==> src/rtl/dmadst_pkg.sv <==
// Package: constants, register map and types of the destination set block
package dmadst_pkg;

  // ==========================================================
  // Sizes
  localparam int DEPTH = 4;          // Number of destination sets
  localparam int IDX_W = 2;          // Bits to index a set
  localparam int ADDR_W = 12;        // Register bus address width
  localparam logic [15:0] CHUNK = 16'h0010; // Most bytes per write command

  // ==========================================================
  // Register map: set n at byte n * 32 (n << SET_SHIFT), word index in set
  localparam int SET_SHIFT = 5;
  localparam logic [2:0] REG_COUNTS = 3'h0;
  localparam logic [2:0] REG_WADDR = 3'h1;
  localparam logic [2:0] REG_INDEX = 3'h2;
  localparam logic [2:0] REG_PROT = 3'h3;
  localparam logic [2:0] REG_RELOAD = 3'h4;
  localparam logic [2:0] REG_SRCREF = 3'h5;
  localparam logic [2:0] REG_DSTREF = 3'h6;

  // ==========================================================
  // Field positions and reset values
  localparam int ARRAYS_LSB = 16;
  localparam int BYTES_LSB = 0;
  localparam int STRIDE_LSB = 16;
  localparam int RANK_BIT = 8;
  localparam int TAG_LSB = 0;
  localparam logic [31:0] RST_WORD = 32'h0000_0000;
  localparam logic [15:0] RST_HALF = 16'h0000;
  localparam logic [3:0] RST_TAG = 4'h0;
  localparam logic [3:0] TAG_CORE = 4'h1;  // Processor core set the entry
  localparam logic [3:0] TAG_OTHER = 4'h0; // Any other master

  // ==========================================================
  // Bus responses
  localparam logic [1:0] RESP_OKAY = 2'b00;
  localparam logic [1:0] RESP_DECERR = 2'b11;

  // ==========================================================
  // Types
  typedef enum logic [1:0] {
    ST_IDLE = 2'b01,
    ST_ISSUE = 2'b10
  } dmadst_state_t;

  typedef struct packed {
    logic [31:0] dst_addr;
    logic [15:0] arrays;
    logic [15:0] bytes;
    logic [15:0] stride;
    logic rank;
    logic [3:0] tag;
  } dmadst_req_t;

  typedef struct packed {
    logic [31:0] addr;
    logic [15:0] bytes;
    logic rank;
    logic [3:0] tag;
    logic [IDX_W-1:0] slot;
  } dmadst_cmd_t;

endpackage

==> src/rtl/dmadst_top.sv <==
// Destination set tracking: per-request write state and AXI4-Lite view
// Notes on behaviour
// - One register set per outstanding request slot
// - Upper count half holds arrays left
// - Lower count half holds bytes left
// - Finished set keeps last write address
// - Index upper half signed stride, lower zero
// - Capture privilege level bit on submission
// - Privilege level goes with every command
// - Capture four-bit originator tag on submission
// - Originator tag goes with every command
// - Tag one for core, zero otherwise
// - Reload field restores byte count per array
// - Source reference field always reads zero
// - Dest reference holds current array start
`timescale 1ns/1ps
module dmadst_top (
  // Clock and reset
  input wire logic aclk,
  input wire logic aresetn,
  // Request submission from the channel controller
  input wire logic req_valid,
  input wire dmadst_pkg::dmadst_req_t req,
  output logic req_ready,
  // Write commands toward target endpoints
  output logic cmd_valid,
  output dmadst_pkg::dmadst_cmd_t cmd,
  input wire logic cmd_ready,
  // Request completion
  output logic done_valid,
  output logic [dmadst_pkg::IDX_W-1:0] done_slot,
  // AXI4-Lite write channels
  input wire logic [dmadst_pkg::ADDR_W-1:0] s_axi_awaddr,
  input wire logic s_axi_awvalid,
  output logic s_axi_awready,
  input wire logic [31:0] s_axi_wdata,
  input wire logic [3:0] s_axi_wstrb,
  input wire logic s_axi_wvalid,
  output logic s_axi_wready,
  output logic [1:0] s_axi_bresp,
  output logic s_axi_bvalid,
  input wire logic s_axi_bready,
  // AXI4-Lite read channels
  input wire logic [dmadst_pkg::ADDR_W-1:0] s_axi_araddr,
  input wire logic s_axi_arvalid,
  output logic s_axi_arready,
  output logic [31:0] s_axi_rdata,
  output logic [1:0] s_axi_rresp,
  output logic s_axi_rvalid,
  input wire logic s_axi_rready
);

  localparam int D = dmadst_pkg::DEPTH;
  localparam int W = dmadst_pkg::IDX_W;

  // ==========================================================
  // Storage of the sets
  logic [15:0] arrays_left [D];
  logic [15:0] bytes_left_in_array [D];
  logic [31:0] write_pointer [D];
  logic [15:0] dest_array_stride [D];
  logic access_rank_bit [D];
  logic [3:0] originator_tag [D];
  logic [15:0] byte_count_restore [D];
  logic [31:0] dest_ref_field [D];

  dmadst_pkg::dmadst_state_t state_reg;
  logic [W-1:0] alloc_ptr_reg;
  logic [W-1:0] active_ptr_reg;
  logic [W:0] used_reg;
  logic req_ready_reg;
  logic cmd_valid_reg;
  dmadst_pkg::dmadst_cmd_t cmd_reg;
  logic done_valid_reg;
  logic [W-1:0] done_slot_reg;

  logic take_req;
  logic take_cmd;
  logic finish;
  logic empty_job;
  logic last_chunk;
  logic [15:0] chunk_bytes;
  logic [W:0] used_next;

  // Handshakes and queue occupancy
  assign take_req = req_valid && req_ready_reg;
  assign take_cmd = (state_reg == dmadst_pkg::ST_ISSUE) && cmd_ready;
  assign empty_job = (arrays_left[active_ptr_reg] == 16'h0000)
    || (bytes_left_in_array[active_ptr_reg] == 16'h0000);
  assign last_chunk = take_cmd
    && (bytes_left_in_array[active_ptr_reg] == cmd_reg.bytes)
    && (arrays_left[active_ptr_reg] == 16'h0001);
  assign finish = last_chunk || ((state_reg == dmadst_pkg::ST_IDLE)
    && (used_reg != '0) && empty_job);
  assign chunk_bytes = (bytes_left_in_array[active_ptr_reg]
    < dmadst_pkg::CHUNK) ? bytes_left_in_array[active_ptr_reg]
    : dmadst_pkg::CHUNK;
  assign used_next = used_reg + (W+1)'(take_req) - (W+1)'(finish);

  // ==========================================================
  // Per-set capture and progress
  for (genvar i = 0; i < D; i++)
  begin : g_set
    logic upd;
    assign upd = take_cmd && (active_ptr_reg == W'(i));

    always_ff @(posedge aclk)
    begin
      if (!aresetn)
      begin
        arrays_left[i] <= dmadst_pkg::RST_HALF;
        bytes_left_in_array[i] <= dmadst_pkg::RST_HALF;
        write_pointer[i] <= dmadst_pkg::RST_WORD;
        dest_array_stride[i] <= dmadst_pkg::RST_HALF;
        access_rank_bit[i] <= 1'b0;
        originator_tag[i] <= dmadst_pkg::RST_TAG;
        byte_count_restore[i] <= dmadst_pkg::RST_HALF;
        dest_ref_field[i] <= dmadst_pkg::RST_WORD;
      end
      else if (take_req && (alloc_ptr_reg == W'(i)))
      begin
        arrays_left[i] <= req.arrays;
        bytes_left_in_array[i] <= req.bytes;
        byte_count_restore[i] <= req.bytes;
        write_pointer[i] <= req.dst_addr;
        dest_ref_field[i] <= req.dst_addr;
        dest_array_stride[i] <= req.stride;
        access_rank_bit[i] <= req.rank;
        originator_tag[i] <= req.tag;
      end
      else if (upd)
      begin
        if (bytes_left_in_array[i] != cmd_reg.bytes)
        begin
          // Still inside the array
          bytes_left_in_array[i] <= bytes_left_in_array[i] - cmd_reg.bytes;
          write_pointer[i] <= write_pointer[i] + 32'(cmd_reg.bytes);
        end
        else if (arrays_left[i] == 16'h0001)
        begin
          // Whole request done; pointer keeps last command
          arrays_left[i] <= 16'h0000;
          bytes_left_in_array[i] <= 16'h0000;
        end
        else
        begin
          // Next array: reload bytes, advance start by stride
          arrays_left[i] <= arrays_left[i] - 16'h0001;
          bytes_left_in_array[i] <= byte_count_restore[i];
          dest_ref_field[i] <= dest_ref_field[i]
            + {{16{dest_array_stride[i][15]}}, dest_array_stride[i]};
          write_pointer[i] <= dest_ref_field[i]
            + {{16{dest_array_stride[i][15]}}, dest_array_stride[i]};
        end
      end
    end
  end

  // ==========================================================
  // Slot queue pointers and submission ready
  always_ff @(posedge aclk)
  begin
    if (!aresetn)
    begin
      alloc_ptr_reg <= '0;
      active_ptr_reg <= '0;
      used_reg <= '0;
      req_ready_reg <= 1'b0;
    end
    else
    begin
      if (take_req)
        alloc_ptr_reg <= alloc_ptr_reg + W'(1);
      if (finish)
        active_ptr_reg <= active_ptr_reg + W'(1);
      used_reg <= used_next;
      req_ready_reg <= (used_next < (W+1)'(D));
    end
  end

  // ==========================================================
  // Write command engine
  always_ff @(posedge aclk)
  begin
    if (!aresetn)
    begin
      state_reg <= dmadst_pkg::ST_IDLE;
      cmd_valid_reg <= 1'b0;
      cmd_reg <= '0;
    end
    else
    begin
      case (state_reg)
        dmadst_pkg::ST_IDLE:
        begin
          if ((used_reg != '0) && !empty_job)
          begin
            cmd_reg.addr <= write_pointer[active_ptr_reg];
            cmd_reg.bytes <= chunk_bytes;
            cmd_reg.rank <= access_rank_bit[active_ptr_reg];
            cmd_reg.tag <= originator_tag[active_ptr_reg];
            cmd_reg.slot <= active_ptr_reg;
            cmd_valid_reg <= 1'b1;
            state_reg <= dmadst_pkg::ST_ISSUE;
          end
        end
        dmadst_pkg::ST_ISSUE:
        begin
          if (cmd_ready)
          begin
            cmd_valid_reg <= 1'b0;
            state_reg <= dmadst_pkg::ST_IDLE;
          end
        end
        default:
        begin
          cmd_valid_reg <= 1'b0;
          state_reg <= dmadst_pkg::ST_IDLE;
        end
      endcase
    end
  end

  // Completion pulse
  always_ff @(posedge aclk)
  begin
    if (!aresetn)
    begin
      done_valid_reg <= 1'b0;
      done_slot_reg <= '0;
    end
    else
    begin
      done_valid_reg <= finish;
      if (finish)
        done_slot_reg <= active_ptr_reg;
    end
  end

  // ==========================================================
  // AXI4-Lite write side: accepted, stored nowhere
  logic awready_reg;
  logic wready_reg;
  logic aw_held_reg;
  logic w_held_reg;
  logic [dmadst_pkg::ADDR_W-1:0] aw_addr_reg;
  logic bvalid_reg;
  logic [1:0] bresp_reg;
  logic aw_have;
  logic w_have;
  logic [dmadst_pkg::ADDR_W-1:0] aw_addr_use;

  assign aw_have = aw_held_reg || (s_axi_awvalid && awready_reg);
  assign w_have = w_held_reg || (s_axi_wvalid && wready_reg);
  assign aw_addr_use = aw_held_reg ? aw_addr_reg : s_axi_awaddr;

  // Address and data in either order, then one response
  always_ff @(posedge aclk)
  begin
    if (!aresetn)
    begin
      awready_reg <= 1'b0;
      wready_reg <= 1'b0;
      aw_held_reg <= 1'b0;
      w_held_reg <= 1'b0;
      aw_addr_reg <= '0;
      bvalid_reg <= 1'b0;
      bresp_reg <= dmadst_pkg::RESP_OKAY;
    end
    else if (bvalid_reg)
    begin
      if (s_axi_bready)
      begin
        bvalid_reg <= 1'b0;
        awready_reg <= 1'b1;
        wready_reg <= 1'b1;
      end
    end
    else if (aw_have && w_have)
    begin
      // Writes change nothing; mapped ones answer OKAY
      bvalid_reg <= 1'b1;
      bresp_reg <= map_hit(aw_addr_use) ? dmadst_pkg::RESP_OKAY
        : dmadst_pkg::RESP_DECERR;
      aw_held_reg <= 1'b0;
      w_held_reg <= 1'b0;
      awready_reg <= 1'b0;
      wready_reg <= 1'b0;
    end
    else
    begin
      if (s_axi_awvalid && awready_reg)
      begin
        aw_held_reg <= 1'b1;
        aw_addr_reg <= s_axi_awaddr;
        awready_reg <= 1'b0;
      end
      else if (!aw_held_reg)
        awready_reg <= 1'b1;
      if (s_axi_wvalid && wready_reg)
      begin
        w_held_reg <= 1'b1;
        wready_reg <= 1'b0;
      end
      else if (!w_held_reg)
        wready_reg <= 1'b1;
    end
  end

  // ==========================================================
  // AXI4-Lite read side
  logic arready_reg;
  logic rvalid_reg;
  logic [31:0] rdata_reg;
  logic [1:0] rresp_reg;

  // Address decode: set index and word within set
  function automatic logic map_hit(
    input logic [dmadst_pkg::ADDR_W-1:0] a
  );
    logic [2:0] w;
    w = a[dmadst_pkg::SET_SHIFT-1:2];
    map_hit = (a[dmadst_pkg::ADDR_W-1:dmadst_pkg::SET_SHIFT+W] == '0)
      && (w <= dmadst_pkg::REG_DSTREF);
  endfunction

  // Read word assembly; reserved bits stay zero
  function automatic logic [31:0] read_word(
    input logic [dmadst_pkg::ADDR_W-1:0] a
  );
    logic [W-1:0] s;
    logic [31:0] v;
    s = a[dmadst_pkg::SET_SHIFT+:W];
    v = dmadst_pkg::RST_WORD;
    case (a[dmadst_pkg::SET_SHIFT-1:2])
      dmadst_pkg::REG_COUNTS:
      begin
        v[dmadst_pkg::ARRAYS_LSB+:16] = arrays_left[s];
        v[dmadst_pkg::BYTES_LSB+:16] = bytes_left_in_array[s];
      end
      dmadst_pkg::REG_WADDR: v = write_pointer[s];
      dmadst_pkg::REG_INDEX:
        v[dmadst_pkg::STRIDE_LSB+:16] = dest_array_stride[s];
      dmadst_pkg::REG_PROT:
      begin
        v[dmadst_pkg::RANK_BIT] = access_rank_bit[s];
        v[dmadst_pkg::TAG_LSB+:4] = originator_tag[s];
      end
      dmadst_pkg::REG_RELOAD:
        v[15:0] = byte_count_restore[s];
      dmadst_pkg::REG_SRCREF: v = dmadst_pkg::RST_WORD;
      dmadst_pkg::REG_DSTREF: v = dest_ref_field[s];
      default: v = dmadst_pkg::RST_WORD;
    endcase
    read_word = v;
  endfunction

  // One read at a time, answered the cycle after the address
  always_ff @(posedge aclk)
  begin
    if (!aresetn)
    begin
      arready_reg <= 1'b0;
      rvalid_reg <= 1'b0;
      rdata_reg <= dmadst_pkg::RST_WORD;
      rresp_reg <= dmadst_pkg::RESP_OKAY;
    end
    else if (rvalid_reg)
    begin
      if (s_axi_rready)
      begin
        rvalid_reg <= 1'b0;
        arready_reg <= 1'b1;
      end
    end
    else if (s_axi_arvalid && arready_reg)
    begin
      arready_reg <= 1'b0;
      rvalid_reg <= 1'b1;
      rdata_reg <= map_hit(s_axi_araddr) ? read_word(s_axi_araddr)
        : dmadst_pkg::RST_WORD;
      rresp_reg <= map_hit(s_axi_araddr) ? dmadst_pkg::RESP_OKAY
        : dmadst_pkg::RESP_DECERR;
    end
    else
      arready_reg <= 1'b1;
  end

  // ==========================================================
  // Outputs from flip-flops
  assign req_ready = req_ready_reg;
  assign cmd_valid = cmd_valid_reg;
  assign cmd = cmd_reg;
  assign done_valid = done_valid_reg;
  assign done_slot = done_slot_reg;
  assign s_axi_awready = awready_reg;
  assign s_axi_wready = wready_reg;
  assign s_axi_bvalid = bvalid_reg;
  assign s_axi_bresp = bresp_reg;
  assign s_axi_arready = arready_reg;
  assign s_axi_rvalid = rvalid_reg;
  assign s_axi_rdata = rdata_reg;
  assign s_axi_rresp = rresp_reg;

endmodule

==> config.mk <==
export PLATFORM = sky130hd
export DESIGN_NAME = dmadst_top
export DESIGN_NICKNAME = d
export VERILOG_FILES = /design/src/rtl/dmadst_pkg.sv /design/src/rtl/dmadst_top.sv
export SDC_FILE = /design/constraint.sdc
export NUM_CORES = 2
export LEC_CHECK = 0
export BUFFER_PORTS_ARGS = -buffer_cell sky130_fd_sc_hd__buf_2
export CAP_MARGIN = 5
export CORE_MARGIN = 2
export CORE_UTILIZATION = 50
export DETAILED_ROUTE_END_ITERATION = 10
export GPL_ROUTABILITY_DRIVEN = 0
export HOLD_SLACK_MARGIN = 0.02
export MAX_ROUTING_LAYER = met4
export PLACE_DENSITY = 0.66
export SLEW_MARGIN = 30
export SYNTH_ARGS = -nofsm -noshare
export SYNTH_HDL_FRONTEND = slang
export SYNTH_SLANG_ARGS = --single-unit
==> constraint.sdc <==
create_clock -name aclk -period 4.7 [get_ports aclk]
set_input_delay 0.94 -clock aclk [delete_from_list [all_inputs] [get_ports aclk]]
set_output_delay 0.94 -clock aclk [all_outputs]
set_load 0.02 [all_outputs]
After elaboration in Yosys (flattened, before gate mapping). Memory sizes are Yosys's and may differ from the RTL's. A register that Yosys moved wholly into a read port is not among the register bits. Index checks and enable logic that the tools add are counted.

Flip-flop bits (word level): 87. Bits in writable memories: 532. Bits of input ports: 154. Word-level logic and storage cells: 384. Memories kept: 8.

$add $sub $neg: 20. Order comparisons: 4. Eq/ne operators: 29. Mux-type cells: 187. Bitwise gates (word level): 67. Reduce and logical (&&, ||, !) cells: 48.

Memory list: dest_ref_field (depth 4, bits a word 32, read ports 5, clocked after memory_dff 0, wr ports 4, line dmadst_top.sv:65) `logic [31:0] dest_ref_field [D];`; write_pointer (depth 4, bits a word 32, read ports 6, clocked after memory_dff 1, wr ports 4, line dmadst_top.sv:60) `logic [31:0] write_pointer [D];`; arrays_left (depth 4, bits a word 16, read ports 6, clocked after memory_dff 1, wr ports 4, line dmadst_top.sv:58) `logic [15:0] arrays_left [D];`; byte_count_restore (depth 4, bits a word 16, read ports 5, clocked after memory_dff 0, wr ports 4, line dmadst_top.sv:64) `logic [15:0] byte_count_restore [D];`; bytes_left_in_array (depth 4, bits a word 16, read ports 6, clocked after memory_dff 1, wr ports 4, line dmadst_top.sv:59) `logic [15:0] bytes_left_in_array [D];`; dest_array_stride (depth 4, bits a word 16, read ports 5, clocked after memory_dff 0, wr ports 4, line dmadst_top.sv:61) `logic [15:0] dest_array_stride [D];`; +2 memories.

Operators by type and width (count): $mux W32 (21); $mux W16 (37); $add A32 B16 Y32 (4); $add A32 B32 Y32 (4); $mux W1 (109); $eq A16 B1 Y1 const B (5); $ne A16 B16 Y1 (4); $or A1 B1 Y1 (64); $pmux W16 S4 (1); $sub A16 B1 Y16 const B (4); $sub A16 B16 Y16 (4); $logic_not A16 Y1 (2); $pmux W7 S4 (1); $logic_and A1 B1 Y1 (21); $pmux W4 S5 (1); $eq A16 B16 Y1 (1); $lt A16 B5 Y1 const B (1); $mux W2 (8); $mux W4 (4); $pmux W4 S4 (1); $reduce_and A2 Y1 (8); $mux W12 (1); $eq A2 B2 Y1 const B (5); $logic_not A5 Y1 (2); other kinds (23) (42).

Logic depth before layout (Yosys ltp).
Word-level depth: 10. Mapped depth: 16. Depth with buffers taken out: 14.

Worst setup path before layout. No wires, ideal clock.

Kind: input to register. From: input req_valid. To: memory write_pointer[2][0], enable pin. Library setup time: 561 ps. Arrival: 3975 ps. Data required time: 4139 ps. Setup slack: 164 ps. Stages: 9. Buffers on the path: 3. Cells stage by stage: and2_1 clkbuf_1 a21boi_2 inv_1 nor2_1 nand2_1 clkbuf_1 clkbuf_1 nand3_1.

RTL lines: start, declared (line dmadst_top.sv:22) `input wire logic req_valid,`; end, declared (line dmadst_top.sv:60).

==> reports/results.ini <==
[clock_tree]
htreeDepth = 3
cts-root-buf = clkbuf_16
clk_pin_slew_ns = 0.06
cts_setup_buffers = 0
cts_tree = done
hold_buffers = 0
clock-sinks = 651
clock_path_buffers = 3
worstSkewPairLatency_ns = 0.66
numCtsBuffers = 76
ctsResizeCount = 0

[grt]
antenna_found_initial = 33
overflow = 0
grt_max_degree = 93
grt_pass1_wl_um = 251100
grt_pass1_vias = 36590
globalRouteTotalUtil_pct = 37.71

[sta]
setup_viol = 0
max_freq_mhz = 228.2
hold_viol_final = 0
worst_pin_slew_ns = 1.034
fin_skew_ns = 0.03064
rsz0062_at_grt = no
post-route-period-util_pct = 93.23
relSlewSlack_pct = 30.89
fin_setup_tns_ns = 0
min_period_ns = 4.382
finalMaxSlewViolations = 0

[logic_synthesis]
synthArstFlopShare_pct = 0
synth_seq_area_share_pct = 39.99
synth-edff-count = 531
synth_top_family_by_area = compound AO/OA/AOI/OAI gates
synth_xor_area_share_pct = 6.014
synthAdderAreaFrac_pct = 7.822
ys_top_cells_by_area = edfxtp_1 (35%), mux4_2 (8.7%), ha_1 (7.3%), dfxtp_1 (5.2%), xnor2_1 (3.6%)
synthMuxAreaShare_pct = 10.52
yosys_warnings = 0
avgSynthCellArea_um2 = 10.31
synth-compound-area-share_pct = 17.73
synthDominantCellAreaShare_pct = 34.76
synthCells = 4448
synth.net_count = 4881
yosys.area_share.simple_pct = 15.19
synth_ff_type = edfxtp_1
synth_seq_cells = 651
synth_top_area_cell = edfxtp_1
ys_types = 91
synth_area_um2 = 45880

[floorplan]
io_pins = 255
dieHeight_um = 306.9
die_area_um2 = 94190
rows = 111
core_area_um2 = 91250
die_width_um = 306.9
initial_core_util_pct = 50.28

[critical_path]
cp_slowest_cell = o21ai_0
cp_data_required_time_ns = 5.23
crit_path_max_incr_delay_ns = 0.67
cp.arrival_ns = 4.91
rr_worst_depth = 10
crit_path_cell_trace = inv_1, ha_1, and4_1, nand3_1, nor4_1, nand2b_1, a21o_1, buf_4, o21ai_0, or2_2
setup.reg_to_reg.worst_slack_ns = 0.32
path_class = reg -> reg
worstSetupEndpointType = register
critPathLaunchType = register
worstPathMaxFanout = 33

[route]
vias = 40310
drt_wl_total_um = 176400
routed-wl-met2_um = 68370
drtIter0Drc = 6927
drc = 0
antenna_left = 0
wl_per_cell_um = 29.70
wl_met1_um = 69830
viasPerCell = 6.787
firstDrtPassIters = 9
route.met3.wl_um = 31250
top_layer_used = met4

[worst_hold_path]
hold_path_depth = 2
min_path_type = reg -> reg

[layout]
syn2layout_area_growth_pct = 12.08
fillers = 7816
reg.largest.list = dest_ref_field: 128 flops, write_pointer: 128 flops
fin_cells = 5939
layout-drive-gt1-share_pct = 14.81
final_nets = 5091

[power]
power.leakage_nw = 21.13
pwr_density_cell_nw_per_um2 = 317.1
ir_drop_mv = 0.2490

[placed_design]
dp_hpwl_um = 133700
portBuffers = 212
dp.cells = 5765

[run_status]
status = finished clean

[job]
timing.max_cap.violations = 0

## worst paths after layout
check,from,endpoint
hold reg to reg,cmd[1]$_SDFFE_PN0P_,cmd[1]$_SDFFE_PN0P_
setup / recovery,cmd[12]$_SDFFE_PN0P_,write_pointer[1][6]$_DFFE_PP_
setup reg to reg,cmd[12]$_SDFFE_PN0P_,write_pointer[1][6]$_DFFE_PP_
hold / removal,cmd[1]$_SDFFE_PN0P_,cmd[1]$_SDFFE_PN0P_
## worst max-delay path: cells and delay by family, from the launching register on
family	cells	cell delay, ns
adder cells (fa/ha/maj)	1	0.51
AO/OA/AOI/OAI	2	0.90
flip-flops	1	0.63
AND/OR/NAND/NOR	5	1.63
buffers and inverters	2	0.59
## where the power goes
| part | internal, mW | switching (mW) | total, mW | leakage, nW |
|---|---|---|---|---|
| logic | 1.18 | 1.84 | 3.02 | 13.4 |
| clock network | 3.66 | 2.64 | 6.30 | 1.28 |
| registers | 6.60 | 0.381 | 6.98 | 6.50 |
## cells by family (layout without fill, tap and decap cells)
family / Yosys count / count (layout)
simple gates: 1379 / 1379
compound gates: 1250 / 1250
flops: 651 / 651
xor+xnor: 315 / 315
buf+inv: 314 / 587
fa+ha+maj: 279 / 279
mux: 260 / 260
other cells: 0 / 32
## synthesized netlist by cell type, drive strengths merged (20+ instances only)
cell type and number:
a21oi 285, o21bai 39, nor2 213, a211oi 32, nor2b 130, nor4 36
nand3 78, buf 40, nor3 84, a21o 187, o21ai 323, a21boi 20
mux2i 77, edfxtp 531, and3 57, a31oi 34, dfxtp 120, a211o 25
ha 266, nand2b 56, o21a 36, a22oi 69, and2 175, clkbuf 164
xnor2 187, inv 109, xor2 128, mux4 177, nand4 36, o211ai 40
nand2 434
## final cells by class
type,count,area (um2),area share (%)
multi-input cells,3483,26350,51.24
well taps,1186,1484,2.886
diodes,32,80.08,0.1557
repair buffers,336,2148,4.178
clock inverters,43,376.6,0.7325
inverters,110,414.1,0.8055
flip-flops and latches,651,18350,35.70
clock buffers,98,2215,4.307
## cell usage in the layout (no fill, tap or decap), types with 16 or more instances in the layout
master	count
edfxtp_1	531
nand2_1	432
o21ai_0	316
a21oi_1	283
ha_1	266
nor2_1	210
buf_2	209
xnor2_1	187
a21o_1	187
mux4_2	177
and2_1	173
nor2b_1	130
xor2_1	128
dfxtp_1	117
buf_4	114
inv_1	103
clkbuf_16	84
nor3_1	83
mux2i_1	77
nand3_1	74
a22oi_1	69
nand2b_1	56
and3_1	53
o21bai_1	39
o211ai_1	39
nand4_1	36
o21a_1	36
a31oi_1	34
diode_2	32
nor4_1	32
a211oi_1	32
a211o_1	25
clkinv_1	22
or3_1	19
o31ai_1	18
and4_1	16
## metal layers
layer / up-vias / track usage [%]
li1: 17330 / -
met1: 19500 / 53.73
met2: 3135 / 48.98
met3: 353 / 13.25
met4: 0 / 13.38
met5: - / -
## metrics by stage
stage                     area, um2  hold WS [ns]  power, mW  util (%)  setup WS, ns
final                         51420        0.4555      16.30     56.35        0.3183
after global routing          51400        0.4921      16.71     56.33        0.3709
after CTS                     51320        0.4565      16.18     56.24        0.5205
after detailed placement      48730        0.4488      9.976     53.40        0.5605
after global placement        48720        0.4418      9.936     53.39        0.6374
after floorplan               45880        0.4612      8.914         -        0.1639
No activity file was read; power rests on OpenSTA's default activity.
